===== src/verilog/fspu_pkg.sv =====
// fspu_pkg: constants and types of the flash self-programming unit
// assumes a 250 MHz core clock and a 32-bit AXI4-Lite register bus
package fspu_pkg;
  // timing
  localparam int FSPU_CLK_PERIOD_NS = 4;
  localparam int FSPU_PROG_MIN_NS   = 3200000;
  localparam int FSPU_PROG_MAX_NS   = 3400000;
  localparam int FSPU_PROG_CYCLES   = (FSPU_PROG_MIN_NS + FSPU_CLK_PERIOD_NS - 1) / FSPU_CLK_PERIOD_NS;
  localparam int FSPU_PROG_MAX_CYC  = FSPU_PROG_MAX_NS / FSPU_CLK_PERIOD_NS;
  localparam logic [2:0] FSPU_STORE_WINDOW = 3'h4;
  localparam logic [2:0] FSPU_LOAD_WINDOW  = 3'h3;
  // register byte offsets
  localparam logic [7:0] FSPU_CTRL_OFFS = 8'h00;
  localparam logic [7:0] FSPU_LOCK_OFFS = 8'h04;
  // control/status field positions
  localparam int FSPU_IE_POS   = 7;
  localparam int FSPU_BUSY_POS = 6;
  // command patterns in control bits 4:0, enable bit is bit 0
  localparam logic [4:0] FSPU_CMD_LOAD  = 5'h01;
  localparam logic [4:0] FSPU_CMD_ERASE = 5'h03;
  localparam logic [4:0] FSPU_CMD_WRITE = 5'h05;
  localparam logic [4:0] FSPU_CMD_LOCK  = 5'h09;
  localparam logic [4:0] FSPU_CMD_REEN  = 5'h11;
  // address pointer fields
  localparam int FSPU_WORD_LSB = 1;
  localparam int FSPU_WORD_W   = 5;
  localparam int FSPU_PAGE_LSB = 6;
  localparam int FSPU_PAGE_W   = 7;
  localparam int FSPU_WORDS    = 32;
  localparam logic [6:0] FSPU_HALT_PAGE0 = 7'h70;
  // timed read addresses
  localparam logic [15:0] FSPU_ADDR_FUSE_LO = 16'h0000;
  localparam logic [15:0] FSPU_ADDR_LOCK    = 16'h0001;
  localparam logic [15:0] FSPU_ADDR_FUSE_EX = 16'h0002;
  localparam logic [15:0] FSPU_ADDR_FUSE_HI = 16'h0003;
  // reset values
  localparam logic [4:0]  FSPU_CMD_RESET  = 5'h00;
  localparam logic [5:0]  FSPU_LOCK_RESET = 6'h3f;
  localparam logic [15:0] FSPU_WORD_ERASED = 16'hffff;
  typedef enum logic [1:0] {
    FSPU_IDLE  = 2'b00,
    FSPU_ARMED = 2'b01,
    FSPU_BUSY  = 2'b10
  } fspu_state_t;
endpackage

===== src/verilog/fspu_pbuf_if.sv =====
// fspu_pbuf_if: port between the sequencer and the temporary page buffer
// assumes both ends on the core clock
`timescale 1ns/1ps
`default_nettype none
interface fspu_pbuf_if;
  logic        load;
  logic        clear;
  logic [4:0]  word;
  logic [15:0] data;
  logic [4:0]  rd_word;
  logic [15:0] rd_data;
  modport ctrl  (output load, clear, word, data, rd_word, input rd_data);
  modport store (input load, clear, word, data, rd_word, output rd_data);
endinterface
`default_nettype wire


===== src/verilog/fspu_core.sv =====
// fspu_core: flash self-programming sequencer with AXI4-Lite control
// assumes core strobes, pointer, fuse and eeprom signals on aclk
// Summary of operation
// - Erase pattern then store strobe within four cycles erases selected page.
// - Erase ignores data pair and pointer bits outside page index.
// - Work on halting region stalls the core; other region keeps it readable.
// - Load pattern then store strobe writes data word at word index.
// - Buffer words may be loaded in any order.
// - Buffer clears after page write, on re-enable, and on reset.
// - Eeprom write starting during loading discards loaded buffer words.
// - Write pattern then store strobe programs buffer into page, data ignored.
// - Interrupt stays asserted while enabled and enable bit is clear.
// - Erase or write blocks region reads and sets region busy bit.
// - Busy bit holds after completion until re-enable is issued.
// - Lock pattern then store strobe programs lock bits from data bits 5:0.
// - Each zero data bit among 5:0 programs its lock bit.
// - Lock programming never halts the core.
// - Eeprom write blocks all programming and fuse or lock reads.
// - Address 0001 load strobe within three cycles returns lock byte.
// - Read mode self-clears after read, after three or four idle cycles; here it clears only after four.
// - Addresses 0000, 0003, 0002 return fuse low, high, extended bytes.
// - Programmed bits read zero, unprogrammed bits read one.
// - Erase, write and lock programming last 3.2 to 3.4 ms.
//
// The register addresses and the AXI4-Lite interface to the registers are this design's own decisions.
`timescale 1ns/1ps
`default_nettype none
module fspu_core
  import fspu_pkg::*;
#(
  parameter int PROG_CYCLES = FSPU_PROG_CYCLES
) (
  input  wire logic        aclk,
  input  wire logic        aresetn,
  input  wire logic [7:0]  s_axi_awaddr,
  input  wire logic [2:0]  s_axi_awprot,
  input  wire logic        s_axi_awvalid,
  output logic             s_axi_awready,
  input  wire logic [31:0] s_axi_wdata,
  input  wire logic [3:0]  s_axi_wstrb,
  input  wire logic        s_axi_wvalid,
  output logic             s_axi_wready,
  output logic [1:0]       s_axi_bresp,
  output logic             s_axi_bvalid,
  input  wire logic        s_axi_bready,
  input  wire logic [7:0]  s_axi_araddr,
  input  wire logic [2:0]  s_axi_arprot,
  input  wire logic        s_axi_arvalid,
  output logic             s_axi_arready,
  output logic [31:0]      s_axi_rdata,
  output logic [1:0]       s_axi_rresp,
  output logic             s_axi_rvalid,
  input  wire logic        s_axi_rready,
  input  wire logic        store_strobe,
  input  wire logic        load_strobe,
  input  wire logic [15:0] ptr_addr,
  input  wire logic [15:0] data_pair,
  input  wire logic        eeprom_write_busy,
  input  wire logic [7:0]  fuse_low_byte,
  input  wire logic [7:0]  fuse_high_byte,
  input  wire logic [7:0]  extended_fuse_byte,
  input  wire logic [4:0]  flash_buf_word,
  output logic [15:0]      flash_buf_data,
  output logic             flash_erase_start,
  output logic             flash_write_start,
  output logic [6:0]       flash_page,
  output logic             region_read_block,
  output logic             cpu_halt,
  output logic             load_override,
  output logic [7:0]       load_data,
  output logic             prog_irq
);
  fspu_pbuf_if pbuf ();

  fspu_page_buffer u_buf (
    .aclk    (aclk),
    .aresetn (aresetn),
    .pbuf    (pbuf.store)
  );

  // halting region test on a page index
  function automatic logic halts(input logic [6:0] page);
    return page >= FSPU_HALT_PAGE0;
  endfunction

  fspu_state_t state_reg, state_next;
  logic        aw_hold_reg, w_hold_reg, bvalid_reg, rvalid_reg;
  logic [7:0]  aw_addr_reg;
  logic [7:0]  w_data_reg;
  logic        w_strb_reg;
  logic [1:0]  bresp_reg, rresp_reg;
  logic [31:0] rdata_reg;
  logic [4:0]  cmd_reg;
  logic        ie_reg, region_busy_reg, halt_reg;
  logic [2:0]  elapsed_reg;
  logic [19:0] prog_cnt_reg;
  logic [5:0]  lock_reg, lock_data_reg;
  logic [4:0]  op_reg;
  logic [6:0]  page_reg;
  logic        erase_reg, write_reg, ld_valid_reg, ee_busy_d_reg;
  logic [7:0]  ld_data_reg;

  // bus decode
  wire        wr_fire    = aw_hold_reg && w_hold_reg && !bvalid_reg;
  wire        wr_ctrl    = aw_addr_reg == FSPU_CTRL_OFFS;
  wire        wr_mapped  = wr_ctrl || aw_addr_reg == FSPU_LOCK_OFFS;
  wire        ar_fire    = s_axi_arvalid && !rvalid_reg;
  wire        rd_ctrl    = s_axi_araddr == FSPU_CTRL_OFFS;
  wire        rd_lock    = s_axi_araddr == FSPU_LOCK_OFFS;
  wire [7:0]  ctrl_view  = {ie_reg, region_busy_reg, 1'b0, cmd_reg};
  wire [7:0]  lock_byte  = {2'b11, lock_reg};
  // control writes are refused while an eeprom write runs or work is pending
  wire        ctrl_take  = wr_fire && wr_ctrl && w_strb_reg && state_reg == FSPU_IDLE
                           && !eeprom_write_busy;
  wire        arm        = ctrl_take && w_data_reg[0];
  wire        armed      = state_reg == FSPU_ARMED;
  wire        store_take = armed && store_strobe && !eeprom_write_busy;
  wire        load_take  = armed && load_strobe && cmd_reg == FSPU_CMD_LOCK
                           && elapsed_reg <= FSPU_LOAD_WINDOW && !eeprom_write_busy;
  wire        window_end = armed && elapsed_reg == FSPU_STORE_WINDOW && !store_take && !load_take;
  wire        long_op    = store_take && (cmd_reg == FSPU_CMD_ERASE || cmd_reg == FSPU_CMD_WRITE
                                          || cmd_reg == FSPU_CMD_LOCK);
  wire        page_op    = store_take && (cmd_reg == FSPU_CMD_ERASE || cmd_reg == FSPU_CMD_WRITE);
  wire        op_done    = state_reg == FSPU_BUSY && prog_cnt_reg == 20'h00001;
  wire        reenable   = store_take && cmd_reg == FSPU_CMD_REEN;
  wire        ee_start   = eeprom_write_busy && !ee_busy_d_reg;
  wire [6:0]  ptr_page   = ptr_addr[FSPU_PAGE_LSB +: FSPU_PAGE_W];
  wire [19:0] prog_load  = 20'(PROG_CYCLES);

  // timed read source select
  logic [7:0] ld_sel;
  always_comb begin
    unique case (ptr_addr)
      FSPU_ADDR_LOCK:    ld_sel = lock_byte;
      FSPU_ADDR_FUSE_LO: ld_sel = fuse_low_byte;
      FSPU_ADDR_FUSE_HI: ld_sel = fuse_high_byte;
      FSPU_ADDR_FUSE_EX: ld_sel = extended_fuse_byte;
      default:           ld_sel = 8'hff;
    endcase
  end

  // sequencer next state
  always_comb begin
    state_next = state_reg;
    unique case (state_reg)
      FSPU_IDLE:  if (arm) state_next = FSPU_ARMED;
      FSPU_ARMED: begin
        if (long_op) begin
          state_next = FSPU_BUSY;
        end else if (store_take || load_take || window_end) begin
          state_next = FSPU_IDLE;
        end
      end
      FSPU_BUSY:  if (op_done) state_next = FSPU_IDLE;
      default:    state_next = FSPU_IDLE;
    endcase
  end

  // write channel: address and data taken in either order
  always_ff @(posedge aclk) begin
    if (!aresetn) begin
      aw_hold_reg <= 1'b0;
      w_hold_reg  <= 1'b0;
      aw_addr_reg <= 8'h00;
      w_data_reg  <= 8'h00;
      w_strb_reg  <= 1'b0;
      bvalid_reg  <= 1'b0;
      bresp_reg   <= 2'b00;
    end else begin
      if (s_axi_awvalid && s_axi_awready) begin
        aw_hold_reg <= 1'b1;
        aw_addr_reg <= s_axi_awaddr;
      end
      if (s_axi_wvalid && s_axi_wready) begin
        w_hold_reg <= 1'b1;
        w_data_reg <= s_axi_wdata[7:0];
        w_strb_reg <= s_axi_wstrb[0];
      end
      if (wr_fire) begin
        aw_hold_reg <= 1'b0;
        w_hold_reg  <= 1'b0;
        bvalid_reg  <= 1'b1;
        bresp_reg   <= wr_mapped ? 2'b00 : 2'b11;
      end else if (s_axi_bready) begin
        bvalid_reg <= 1'b0;
      end
    end
  end

  // read channel: one cycle to answer, unmapped gives decode error
  always_ff @(posedge aclk) begin
    if (!aresetn) begin
      rvalid_reg <= 1'b0;
      rdata_reg  <= 32'h0000_0000;
      rresp_reg  <= 2'b00;
    end else if (ar_fire) begin
      rvalid_reg <= 1'b1;
      rdata_reg  <= {24'h00_0000, rd_ctrl ? ctrl_view : (rd_lock ? lock_byte : 8'h00)};
      rresp_reg  <= (rd_ctrl || rd_lock) ? 2'b00 : 2'b11;
    end else if (s_axi_rready) begin
      rvalid_reg <= 1'b0;
    end
  end

  // command bits and window timer
  always_ff @(posedge aclk) begin
    if (!aresetn) begin
      state_reg   <= FSPU_IDLE;
      cmd_reg     <= FSPU_CMD_RESET;
      ie_reg      <= 1'b0;
      elapsed_reg <= 3'h0;
    end else begin
      state_reg <= state_next;
      if (ctrl_take) begin
        ie_reg      <= w_data_reg[FSPU_IE_POS];
        cmd_reg     <= w_data_reg[0] ? w_data_reg[4:0] : FSPU_CMD_RESET;
        elapsed_reg <= 3'h1;
      end else if (armed && !long_op && (store_take || load_take || window_end)) begin
        cmd_reg <= FSPU_CMD_RESET;
      end else if (op_done) begin
        cmd_reg <= FSPU_CMD_RESET;
      end else if (armed) begin
        elapsed_reg <= elapsed_reg + 3'h1;
      end
    end
  end

  // operation launch and timing
  always_ff @(posedge aclk) begin
    if (!aresetn) begin
      prog_cnt_reg  <= 20'h00000;
      op_reg        <= FSPU_CMD_RESET;
      page_reg      <= 7'h00;
      lock_data_reg <= FSPU_LOCK_RESET;
      erase_reg     <= 1'b0;
      write_reg     <= 1'b0;
      halt_reg      <= 1'b0;
    end else begin
      erase_reg <= store_take && cmd_reg == FSPU_CMD_ERASE;
      write_reg <= store_take && cmd_reg == FSPU_CMD_WRITE;
      if (long_op) begin
        prog_cnt_reg  <= prog_load;
        op_reg        <= cmd_reg;
        page_reg      <= ptr_page;
        lock_data_reg <= data_pair[5:0];
        halt_reg      <= page_op && halts(ptr_page);
      end else if (state_reg == FSPU_BUSY) begin
        prog_cnt_reg <= prog_cnt_reg - 20'h00001;
        if (op_done) begin
          halt_reg <= 1'b0;
        end
      end
    end
  end

  // region busy and lock bits; a completing op never fights re-enable
  always_ff @(posedge aclk) begin
    if (!aresetn) begin
      region_busy_reg <= 1'b0;
      lock_reg        <= FSPU_LOCK_RESET;
      ee_busy_d_reg   <= 1'b0;
    end else begin
      ee_busy_d_reg <= eeprom_write_busy;
      if (page_op) begin
        region_busy_reg <= 1'b1;
      end else if (reenable) begin
        region_busy_reg <= 1'b0;
      end
      if (op_done && op_reg == FSPU_CMD_LOCK) begin
        lock_reg <= lock_reg & lock_data_reg;
      end
    end
  end

  // timed read of fuse and lock bytes
  always_ff @(posedge aclk) begin
    if (!aresetn) begin
      ld_valid_reg <= 1'b0;
      ld_data_reg  <= 8'hff;
    end else begin
      ld_valid_reg <= load_take;
      if (load_take) begin
        ld_data_reg <= ld_sel;
      end
    end
  end

  // page buffer steering
  assign pbuf.load    = store_take && cmd_reg == FSPU_CMD_LOAD;
  assign pbuf.word    = ptr_addr[FSPU_WORD_LSB +: FSPU_WORD_W];
  assign pbuf.data    = data_pair;
  // eeprom start and re-enable discard the buffer; clear beats a same-cycle load
  assign pbuf.clear   = (op_done && op_reg == FSPU_CMD_WRITE) || reenable || ee_start;
  assign pbuf.rd_word = flash_buf_word;

  assign s_axi_awready     = !aw_hold_reg && !bvalid_reg;
  assign s_axi_wready      = !w_hold_reg && !bvalid_reg;
  assign s_axi_bvalid      = bvalid_reg;
  assign s_axi_bresp       = bresp_reg;
  assign s_axi_arready     = !rvalid_reg;
  assign s_axi_rvalid      = rvalid_reg;
  assign s_axi_rdata       = rdata_reg;
  assign s_axi_rresp       = rresp_reg;
  assign flash_buf_data    = pbuf.rd_data;
  assign flash_erase_start = erase_reg;
  assign flash_write_start = write_reg;
  assign flash_page        = page_reg;
  assign region_read_block = region_busy_reg;
  assign cpu_halt          = halt_reg;
  assign load_override     = ld_valid_reg;
  assign load_data         = ld_data_reg;
  // level request, not a pulse, so polling and interrupt agree
  assign prog_irq          = ie_reg && !cmd_reg[0];

  // helper: cycles spent busy
  logic [19:0] busy_len_reg;
  always_ff @(posedge aclk) begin
    if (!aresetn || state_reg != FSPU_BUSY) begin
      busy_len_reg <= 20'h00000;
    end else begin
      busy_len_reg <= busy_len_reg + 20'h00001;
    end
  end
endmodule
`default_nettype wire


===== src/verilog/fspu_page_buffer.sv =====
// fspu_page_buffer: word-addressed temporary page buffer
// assumes load and clear pulses from the sequencer on the same clock
`timescale 1ns/1ps
`default_nettype none
module fspu_page_buffer
  import fspu_pkg::*;
(
  input  wire logic  aclk,
  input  wire logic  aresetn,
  fspu_pbuf_if.store pbuf
);
  logic [15:0] mem_reg [FSPU_WORDS];
  logic [15:0] rd_reg;

  // clear wins over load; reset empties too
  always_ff @(posedge aclk) begin
    if (!aresetn || pbuf.clear) begin
      for (int i = 0; i < FSPU_WORDS; i++) begin
        mem_reg[i] <= FSPU_WORD_ERASED;
      end
    end else if (pbuf.load) begin
      mem_reg[pbuf.word] <= pbuf.data; // any word order accepted
    end
  end

  // registered read port toward the flash array
  always_ff @(posedge aclk) begin
    if (!aresetn) begin
      rd_reg <= FSPU_WORD_ERASED;
    end else begin
      rd_reg <= mem_reg[pbuf.rd_word];
    end
  end

  assign pbuf.rd_data = rd_reg;
endmodule
`default_nettype wire


===== config.mk =====
export PLATFORM = sky130hd
export DESIGN_NAME = fspu_core
export DESIGN_NICKNAME = d
export VERILOG_FILES = /design/src/verilog/fspu_pkg.sv /design/src/verilog/fspu_pbuf_if.sv /design/src/verilog/fspu_core.sv /design/src/verilog/fspu_page_buffer.sv
export SDC_FILE = /design/constraint.sdc
export NUM_CORES = 1
export LEC_CHECK = 0
export ABC_AREA = 0
export BUFFER_PORTS_ARGS = -buffer_cell sky130_fd_sc_hd__buf_2
export CORE_MARGIN = 2
export CORE_UTILIZATION = 40
export DETAILED_ROUTE_END_ITERATION = 6
export HOLD_SLACK_MARGIN = 0.12
export SYNTH_ARGS = -nofsm -noshare
export SYNTH_HDL_FRONTEND = slang
export SYNTH_HIERARCHICAL = 1
export SYNTH_SLANG_ARGS = --single-unit

===== constraint.sdc =====
create_clock -name aclk -period 5.8 [get_ports aclk]
set_input_delay 0.29 -clock aclk [delete_from_list [all_inputs] [get_ports aclk]]
set_output_delay 0.29 -clock aclk [all_outputs]
set_load 0.02 [all_outputs]

==> metrics, run 1 <==
status=completed; Setup CP Type=flip-flop to flip-flop; number of remaining DRC errors=0; fin. max-slew vios=0; Fmax=0.2396 GHz; crit path DAT=4.32 ns; share of cells above drive strength 1=24.22%; Layout area overhead=13.55%; cts bufs inserted=70; Top FF cell, synth=edfxtp_1; non-filler cells, final=3332; Tcrit/Tclk final=71.97%; setup violators final=0; Placer Congestion=0.8733; Setup Skew=0.02601 ns; syn_area_per_cell=12.64 µm²; max reg flops=512; crit path launch type=flip-flop; number of flops mapped to enable cells by yosys=512; 1st-iter DRT viols=1770; vias in the first global route=18500; H-tree levels=3; final worst path period need=4.174 ns; Final Total Pwr=0.009774 W; Int Pwr=0.007616 W; DIE WIDTH=271.1 µm; Port Buffer Count=147; switching part of the total=22.08%; via count=18370; Post-DRT Antenna Nets=0; Remaining Overflow, GRT=0; die area=73490 µm²; CP max FO=33; CTS resizes=0; IO Count=207; global-route wire length before repair=117.0 mm; core area=70270 µm²; Yosys cell types=66; Min-Delay Path Class=input pin to flip-flop; Max VDD drop=0.2411 mV; YS warnings=6; Sink Count=626; mapped cell area=28540 µm²; Static Leak=9.889 nW; asr flop ratio synth=0%; Worst Setup End Kind=flip-flop; Req. time, crit path=5.95 ns; Root Buffer=clkbuf_16; initial antenna violation count=10; power density over the cells=301.6 nW/µm²; Comb pwr share=5.1%; Rows=97; pin count of the biggest net entering global routing=91; Flop pwr share=49.8%; dpl cells=3172; Final Hold Fails=0; Clock Power Share=45.0%; RSZ-0062 raised after global routing=no; clk_lat worst skew=0.61 ns; Sw Pwr=0.002158 W; initial core utilization=40.61%; drt wl/cell=24.04 µm; post-synthesis sequential area ratio=61.88%; CTS tree=built; worst-margin pin slew=1.053 ns; drt first pass iters=5; FF+latch count, synth=626; CTS clk-pin slew, worst paths=0.06 ns; Final TNS setup=0 ns; Routed WL=80.11 mm; filler cell count=6183; GRT Util Overall=21.36%; clk buf depth=3; vias per cell=5.512; Final nets=2469; DIE HEIGHT=271.1 µm; max cap viols=0; Worst slew margin=29.52%; hpwl dp=49.30 mm; Post-Syn Instances=2257
==> worst paths after layout <==
| check | to | slack (ns) | start | cells after the start |
|---|---|---|---|---|
| worst max-delay path | u_buf/mem_reg[15][14] | 1.63 | prog_cnt_reg[9] | 10 |
| worst min-delay path | aw_addr_reg[1] | 0.15 | s_axi_awvalid | 4 |
| worst max register to register | u_buf/mem_reg[15][14] | 1.63 | prog_cnt_reg[9] | 10 |
| worst min register to register | flash_page[1] | 0.45 | flash_page[1] | 2 |
==> power groups by stage <==
stage	Combinational [W]	Clock [W]	Sequential [W]
final	0.000501	0.00440	0.00487
after global routing	0.000532	0.00464	0.00487
after CTS	0.000503	0.00448	0.00487
after detailed placement	0.000486	0	0.00497
after global placement	0.000476	0	0.00497
after floorplan	0.000299	0	0.00497
==> repair_timing <==
action,CTS,global route
setup buffers,0,0
endpoints found under the hold margin,28,0
hold buffers,31,0
==> stage by stage <==
step                      setup slack [ns]  utilization (%)  area [µm²]  hold slack, ns
after floorplan                      2.188                -       28620          0.3662
after global placement               1.660            42.42       29810          0.4409
after detailed placement             1.632            42.42       29810          0.4464
after CTS                            1.622            46.09       32390          0.1218
after global routing                 1.402            46.09       32390          0.1594
final                                1.626            46.11       32400          0.1507
==> area by class of cell <==
class | count | area [µm²] | area share [%]
clock inverter | 24 | 240.2 | 0.7414
tap | 940 | 1176 | 3.630
timing repair buffer | 217 | 1386 | 4.278
clock buffer | 99 | 2031 | 6.267
sequential | 626 | 17660 | 54.49
inverter | 8 | 30.03 | 0.09267
multi-input combinational | 1412 | 9868 | 30.45
antenna | 6 | 15.01 | 0.04634
==> kinds of logic after synthesis <==
group | Yosys count | synth area share, %
compound gates | 247 | 5.766
xor+xnor | 17 | 0.5218
fa+ha+maj | 5 | 0.2192
buf+inv | 242 | 4.073
flops | 626 | 61.88
mux | 277 | 9.979
other cells | 1 | 0.01314
simple gates | 842 | 17.55
==> critical path, stage by stage, from the launching register on <==
cell and delay (ns):
dfxtp_1 0.34, nor4_1 0.62, nand2b_4 0.17, and4bb_2 0.42, nand3b_1 0.10, nand2_1 0.11, and2b_1 0.18, buf_4 0.27
and4_1 0.41, nand2_1 0.46, nand2_1 0.64
==> synth_stat cells, drive strengths merged (2+ instances only) <==
master / n / share of area (%)
edfxtp: 512 / 54
mux2i: 271 / 9.5
or2: 257 / 5.6
or3: 231 / 5.1
clkbuf: 149 / 2.0
a22oi: 128 / 3.4
dfxtp: 114 / 8.0
nand2: 102 / 1.3
buf: 85 / 2.0
nor2: 59 / 0.78
o21ai: 49 / 0.86
a21oi: 44 / 0.77
nand2b: 39 / 0.88
nand4: 36 / 0.79
nor3: 26 / 0.46
nor4: 16 / 0.39
nand3: 12 / 0.21
xnor2: 11 / 0.34
nor2b: 9 / 0.25
and2: 8 / 0.18
inv: 8 / 0.11
a211oi: 6 / 0.16
mux4: 6 / 0.47
nand3b: 6 / 0.17
nor3b: 6 / 0.18
nor4bb: 6 / 0.21
xor2: 6 / 0.18
and3: 5 / 0.11
ha: 5 / 0.22
o22a: 5 / 0.15
a22o: 4 / 0.12
and4b: 4 / 0.14
nor4b: 4 / 0.21
o21a: 3 / 0.079
or3b: 3 / 0.10
or4: 3 / 0.092
and3b: 2 / 0.061
and4: 2 / 0.061
nand4b: 2 / 0.083
o211ai: 2 / 0.053
==> layout by cell type (no fill, tap or decap), types with 8 or more instances in the layout <==
cell           count
nand3_1           12
dfxtp_1          114
nand2b_1          38
nor3_1            26
clkbuf_1          17
clkbuf_16         75
nand4_1           36
xnor2_1           11
nor4_1            13
o21ai_0           27
dlygate4sd3_1     31
nor2_1            59
mux2i_1          271
a22oi_1          128
clkinv_2          10
a21oi_1           44
buf_4             36
o21ai_1           21
edfxtp_1         512
buf_2            146
or2_2            257
and2_1             8
or3_1            230
conb_1            24
nand2_1          102
==> metal layers <==
metal	wire length [µm]	global-route usage [%]
met2	40680	37.74
met5	92	0
met1	31440	25.86
met4	3259	8.936
met3	4642	3.346
No activity file was read; power rests on OpenSTA's default activity.
==> run 2, diff against run 1 <==
Settings changed: ABC_AREA 0 to 1.
Clock period 5.8 ns to 4.24 ns, I/O delays scaled along.
==> run 2 against run 1 <==
Clock power is 36% higher. Global-route usage grew 0.13 points. Clock-buffer cell count shrank 7. Critical path type is now input pin to flip-flop. Synthesized cell count increased by 52%. Critical endpoint is now load_data[4]. Cell count increased by 38%. Core utilization grew 0.27 points. Die area up 5.4%.
==> metrics, run 2 <==
status=completed; dominant cell type by area after synthesis=edfxtp_1; max reg flops=512 (unchanged); Top FF cell, synth=edfxtp_1; syn_area_per_cell=8.757 µm² (-31%); power density over the cells=399.2 nW/µm² (+32%); Min-Delay Path Class=input pin to flip-flop; Worst Setup End Kind=flip-flop; Comb pwr share=8.0% (+2.9 points); max cap viols=0 (unchanged); Final nets=3718 (+51%); CP max FO=25 (-24%); Placer Congestion=0.8135 (-6.8%); Layout area overhead=14.73%; crit path DAT=4.37 ns (+0.05 ns); Int Pwr=0.01046 W (+37%); H-tree levels=3 (unchanged); Clock Power Share=43.5% (-1.5 points); initial antenna violation count=0 (-10); CTS clk-pin slew, worst paths=0.06 ns (about the same); clk_lat worst skew=0.61 ns (about the same); drt wl/cell=18.15 µm (-25%); filler cell count=7011 (+13%); Fmax=0.2626 GHz; RSZ-0062 raised after global routing=no; cts bufs inserted=70 (unchanged); number of flops mapped to enable cells by yosys=512 (unchanged); CP startpoint=ptr_addr[11]; switching part of the total=24.08% (+2.0 points); final worst path period need=3.809 ns; Setup Skew=0.02155 ns (-0.004458 ns); drt first pass iters=6 (+1); Req. time, crit path=4.80 ns (-1.15 ns); Final Hold Fails=0 (unchanged); Remaining Overflow, GRT=0 (unchanged); worst-margin pin slew=1.247 ns (+0.1947 ns); reg2reg end=u_buf/mem_reg[7][13]; Final TNS setup=0 ns (unchanged); mapped cell area=30100 µm² (+5.5%); CTS tree=built; clk buf depth=3 (unchanged); initial core utilization=40.43% (-0.18 points); most common cell in the synthesized netlist=nand2_1; Root Buffer=clkbuf_16; Worst Setup EP=load_data[4]; Post-DRT Antenna Nets=0 (unchanged); share of cells above drive strength 1=11.95% (-12 points); Flop pwr share=48.5% (-1.3 points); 1st-iter DRT viols=2114 (+19%); Setup CP Type=input pin to flip-flop; Sw Pwr=0.003319 W (+54%); Port Buffer Count=147 (unchanged); Routed WL=83.64 mm (+4.4%); hpwl dp=48.35 mm (-1.9%); most frequent cells in the layout=nand2_1 (1333), edfxtp_1 (512), nand3_1 (410); Static Leak=14.14 nW (+43%); DIE WIDTH=278.3 µm (+2.7%); global-route wire length before repair=127.7 mm (+9.1%); Setup WS pre-CTS=0.7721 ns (-0.8600 ns); FF-to-FF setup slack=0.79 ns (-0.84 ns); commonest non-fill, non-tap cell in the layout=nand2_1; CTS resizes=0 (unchanged); fin. max-slew vios=0 (unchanged); post-synthesis sequential area ratio=58.67% (-3.2 points); core area=74450 µm² (+5.9%); Tcrit/Tclk final=89.83%; Max VDD drop=0.2360 mV (-2.1%); DIE HEIGHT=278.3 µm (+2.7%); top cells by count, synth=nand2_1 (1333), edfxtp_1 (512), nand3_1 (410); GRT Util Overall=21.49% (+0.13 points); Synth top area share=51.09% (-2.8 points); asr flop ratio synth=0% (unchanged); FF+latch count, synth=626 (unchanged); Rows=100 (+3.1%); Post-Syn Instances=3437 (+52%); Hold Path Depth=7 (+3); crit path launch type=input pin; vias per cell=4.994 (-9.4%); number of remaining DRC errors=0 (unchanged); IO Count=207 (unchanged); Final WS setup=0.4313 ns (-1.195 ns); YS warnings=6 (unchanged); Yosys cell types=49 (-26%); pin count of the biggest net entering global routing=139 (+53%); via count=23020 (+25%); top cells by area, synth=edfxtp_1 (51%), nand2_1 (17%), dfxtp_1 (7.6%), nand3_1 (6.8%), inv_1 (4.6%); Sink Count=626 (unchanged); setup violators final=0 (unchanged); antenna cells=0 (-6); vias in the first global route=21800 (+18%); worst flop-to-flop path startpoint=prog_cnt_reg[1]; die area=77450 µm² (+5.4%); worst reg2reg path depth=12 (+2); Worst slew margin=16.84% (-13 points)
-- run 2: per-stage QoR --
stage	power, W	instance area, µm²	std cells	hold slack, ns	util (%)
floorplan	0.007465	30180	3460	0.3055	-
global placement	0.007860	31480	4402	0.4309	42.28
detailed placement	0.007868	31480	4402	0.4344	42.28
CTS	0.01388	34530	4609	0.1292	46.38
global route	0.01422	34530	4609	0.2068	46.38
finish	0.01378	34530	4609	0.1790	46.38
-- run 2: power groups by stage --
stage | Combinational (W) | Sequential, W | Clock [W]
after floorplan | 0.000615 | 0.00685 | 0
after global placement | 0.00105 | 0.00681 | 0
after detailed placement | 0.00105 | 0.00681 | 0
after CTS | 0.00110 | 0.00669 | 0.00609
after global routing | 0.00120 | 0.00669 | 0.00634
final | 0.00111 | 0.00669 | 0.00599
-- run 2: layer usage --
| metal | part of all wire, % | routed length, µm | GRT usage [%] |
|---|---|---|---|
| met5 | 0 | 0 | 0 |
| met1 | 43 | 36270 | 29.81 |
| met2 | 47 | 39020 | 34.75 |
| met4 | 2.6 | 2139 | 6.473 |
| met3 | 7.4 | 6210 | 3.333 |
-- run 2: kinds of logic after synthesis --
kind of cell | count (synthesis) | synth area share (%)
adders and majority gates | 5 | 0.2079
xor gates and xnor gates | 5 | 0.1455
buffers and inverters | 614 | 8.710
AOI/OAI and AO/OA | 159 | 2.844
DFF | 626 | 58.67
other | 1 | 0.01246
and+or+nand+nor | 2027 | 29.41
-- run 2: worst min path at each step --
stage                         end         startpoint
finish               load_data[1]       ptr_addr[13]
floorplan           ee_busy_d_reg  eeprom_write_busy
global placement        op_reg[4]          op_reg[4]
detailed placement      op_reg[4]          op_reg[4]
global route         load_data[1]       ptr_addr[13]
CTS                  load_data[1]       ptr_addr[13]
-- run 2: area by class of cell --
| class | count | area (µm²) | share of cell area [%] |
|---|---|---|---|
| flip-flops and latches | 626 | 17660 | 51.13 |
| clock inverters | 36 | 261.5 | 0.7573 |
| multi-input cells | 2220 | 9905 | 28.68 |
| repair buffers | 290 | 2068 | 5.990 |
| clock buffers | 92 | 2002 | 5.798 |
| well taps | 969 | 1212 | 3.511 |
| inverters | 376 | 1425 | 4.127 |
-- run 2: worst max-delay path, cell delays in order --
cell,delay (ns)
dlygate4sd3_1,0.54
buf_2,0.14
nor2_1,0.33
nand2_1,0.20
nor2_2,0.70
nand3_1,0.21
nand2_1,0.12
dlygate4sd3_1,0.56
nor2_1,0.05
dlygate4sd3_1,0.57
nand2_1,0.07
dlygate4sd3_1,0.54
nand2_1,0.05
nand2_1,0.05
-- run 2: timing repair --
action	4_1_cts	5_1_grt
hold buffers	79	0
endpoints found under the setup margin	0	0
setup buffers	0	0
hold endpoints to repair	63	0
==> run 3, diff against run 2 <==
Settings changed: CTS_BUF_LIST from default to sky130_fd_sc_hd__clkbuf_8, HOLD_SLACK_MARGIN 0.12 to 0.1.
==> run 3 against run 2 <==
Via count increased by 1.8%. Register-to-register slack about the same. Cell count increased by 2.3%. Clock power decreased by 11%. Combinational power about the same. Power decreased by 4.5%. Non-clock buffer count increased by 32. Worst hold slack got worse by 0.0041 ns. Cell area increased by 0.52%. Sequential power about the same. Die area unchanged. Largest cell class unchanged. Largest power group unchanged.
==> metrics, run 3 (synthesis gave the netlist of run 2 again) <==
max reg flops=512 (unchanged); Flop pwr share=50.8% (+2.3 points); 1st-iter DRT viols=2181 (+3.2%); reg2reg end=u_buf/mem_reg[7][3]; Final TNS setup=0 ns (unchanged); cts bufs inserted=107 (+53%); RSZ-0062 raised after global routing=no; worst-margin pin slew=1.287 ns (+0.03983 ns); global-route wire length before repair=129.5 mm (+1.5%); status=completed; H-tree levels=3 (unchanged); Final WS setup=0.4928 ns (+0.06145 ns); Root Buffer=clkbuf_8; Post-DRT Antenna Nets=0 (unchanged); power density over the cells=379.2 nW/µm² (-5.0%); cell area after layout=34710 µm² (+0.52%); Final Hold Fails=0 (unchanged); worst-path cell chain=dlygate4sd3_1, buf_2, nor2_1, nand2_1, nor2_2, nand3_1, nand2_1, dlygate4sd3_1, nor2_1, dlygate4sd3_1, nand2_1, dlygate4sd3_1, nand2_1, nand2_1; Worst slew margin=14.19% (-2.7 points); Hold Path End=u_buf/mem_reg[7][10]; Port Buffer Count=147 (unchanged); Req. time, crit path=4.91 ns (+0.11 ns); setup violators final=0 (unchanged); die area=77450 µm² (unchanged); filler cell count=7031 (+0.29%); vias in the first global route=22490 (+3.2%); Setup WS pre-CTS=0.7721 ns (unchanged); pin count of the biggest net entering global routing=139 (unchanged); Rows=100 (unchanged); Final nets=3787 (+1.9%); IO Count=207 (unchanged); share of cells above drive strength 1=12.70% (+0.75 points); Post-CTS Setup Inserts=0 (unchanged); worst flop-to-flop path startpoint=prog_cnt_reg[1]; Comb pwr share=8.7% (+0.7 points); Slowest-stage cell, CP=nor2_2; clk buf depth=3 (unchanged); WP buf/inv=5 (unchanged); Static Leak=14.39 nW (+1.8%); Hold Path Depth=4 (-3); DIE WIDTH=278.3 µm (unchanged); CP max stage delay=0.71 ns (about the same); Min-Delay Path Class=input pin to flip-flop; Placer Congestion=0.8135 (unchanged); Setup Skew=0.06172 ns (+0.04017 ns); crit path DAT=4.41 ns (+0.04 ns); GRT Util Overall=21.76% (+0.27 points); vias per cell=4.966 (-0.56%); Post-DP Area=31480 µm² (unchanged); Most Frequent Cell on Critical Path=nand2_1; most frequent cells in the layout=nand2_1 (1333), edfxtp_1 (512), nand3_1 (410); CP max FO=25 (unchanged); Sw Pwr=0.003395 W (+2.3%); FF-to-FF setup slack=0.80 ns (about the same); Tcrit/Tclk final=88.38% (-1.4 points); fin. max-slew vios=0 (unchanged); worst reg2reg path depth=12 (unchanged); Max VDD drop=0.2615 mV (+11%); CTS clk-pin slew, worst paths=0.06 ns (about the same); Clock Power Share=40.5% (-3.0 points); crit path launch type=input pin; switching part of the total=25.79% (+1.7 points); hold_sp=data_pair[10]; Int Pwr=0.009768 W (-6.7%); CP top delay family=buffers and inverters; commonest non-fill, non-tap cell in the layout=nand2_1; drt first pass iters=6 (unchanged); CTS tree=built; Sink Count=626 (unchanged); clk_lat worst skew=0.73 ns (+0.12 ns); DIE HEIGHT=278.3 µm (unchanged); Worst Setup End Kind=flip-flop; max cap viols=0 (unchanged); initial antenna violation count=1 (+1); number of remaining DRC errors=0 (unchanged); Routed WL=84.68 mm (+1.2%); Fmax=0.2669 GHz (+1.6%); final worst path period need=3.747 ns (-0.06145 ns); Setup CP Type=input pin to flip-flop; Layout area overhead=15.33%; via count=23420 (+1.8%); Remaining Overflow, GRT=0 (unchanged); initial core utilization=40.43% (unchanged); hpwl dp=48.35 mm (unchanged); core area=74450 µm² (unchanged); drt wl/cell=17.95 µm (-1.1%)
==> run 3: worst register-to-register path, stage by stage, from the launching register on <==
cell      delay, ns
dfxtp_1        0.32
inv_1          0.07
ha_1           0.19
nand2_1        0.07
nor2_1         0.05
nand4_2        0.21
o221ai_1       0.26
nor2_8         0.52
nand2_4        0.15
nor2_8         0.14
nand2_4        0.27
o21ai_1        0.59
buf_4          0.31
==> run 3: routing by layer <==
layer  vias to the layer above  global-route usage [%]  wire [µm]
met5                         -                       0          0
met4                         0                   7.498       2381
met3                       138                   3.375       6072
met2                       847                   35.53      39460
met1                     11040                   29.52      36760
li1                      11400                       -          -
==> run 3: cell type report <==
| type | count | area [µm²] | area share [%] |
|---|---|---|---|
| Timing Repair Buffer | 322 | 2389 | 6.882 |
| Multi-Input combinational cell | 2220 | 9905 | 28.54 |
| Tap cell | 969 | 1212 | 3.493 |
| Inverter | 376 | 1425 | 4.106 |
| Clock inverter | 80 | 426.7 | 1.229 |
| Antenna cell | 1 | 2.502 | 0.007210 |
| Clock buffer | 123 | 1693 | 4.877 |
| Sequential cell | 626 | 17660 | 50.87 |
==> run 3: worst max path at each step <==
stage                     from                  end  slack [ns]  cells past startpoint
3_5_place_dp   prog_cnt_reg[1]  u_buf/mem_reg[7][6]        0.77                     12
3_3_place_gp   prog_cnt_reg[1]  u_buf/mem_reg[7][6]        0.79                     12
4_1_cts           ptr_addr[11]         load_data[1]        0.63                     14
5_1_grt           ptr_addr[11]         load_data[4]        0.36                     14
6_report          ptr_addr[11]         load_data[4]        0.49                     14
2_1_floorplan  prog_cnt_reg[1]  u_buf/mem_reg[0][0]        0.86                     12
==> run 3: power groups by stage <==
stage	combinational, W	sequential (W)	clock [W]
finish	0.00114	0.00669	0.00533
global route	0.00123	0.00669	0.00573
CTS	0.00113	0.00669	0.00545
detailed placement	0.00105	0.00681	0
global placement	0.00105	0.00681	0
floorplan	0.000615	0.00685	0
==> run 3: what timing repair did <==
| action | CTS | global route |
|---|---|---|
| hold buffers | 111 | 0 |
| hold endpoints to repair | 190 | 0 |
| gates resized for setup | 0 | 0 |
==> run 3: per-stage QoR <==
step / util [%] / std cells / total power, W / hold WS, ns
after detailed placement: 42.28 / 4402 / 0.007868 / 0.4344
after global routing: 46.62 / 4717 / 0.01364 / 0.1707
after floorplan: - / 3460 / 0.007465 / 0.3055
final: 46.62 / 4717 / 0.01316 / 0.1749
after CTS: 46.62 / 4716 / 0.01326 / 0.1029
after global placement: 42.28 / 4402 / 0.007860 / 0.4309
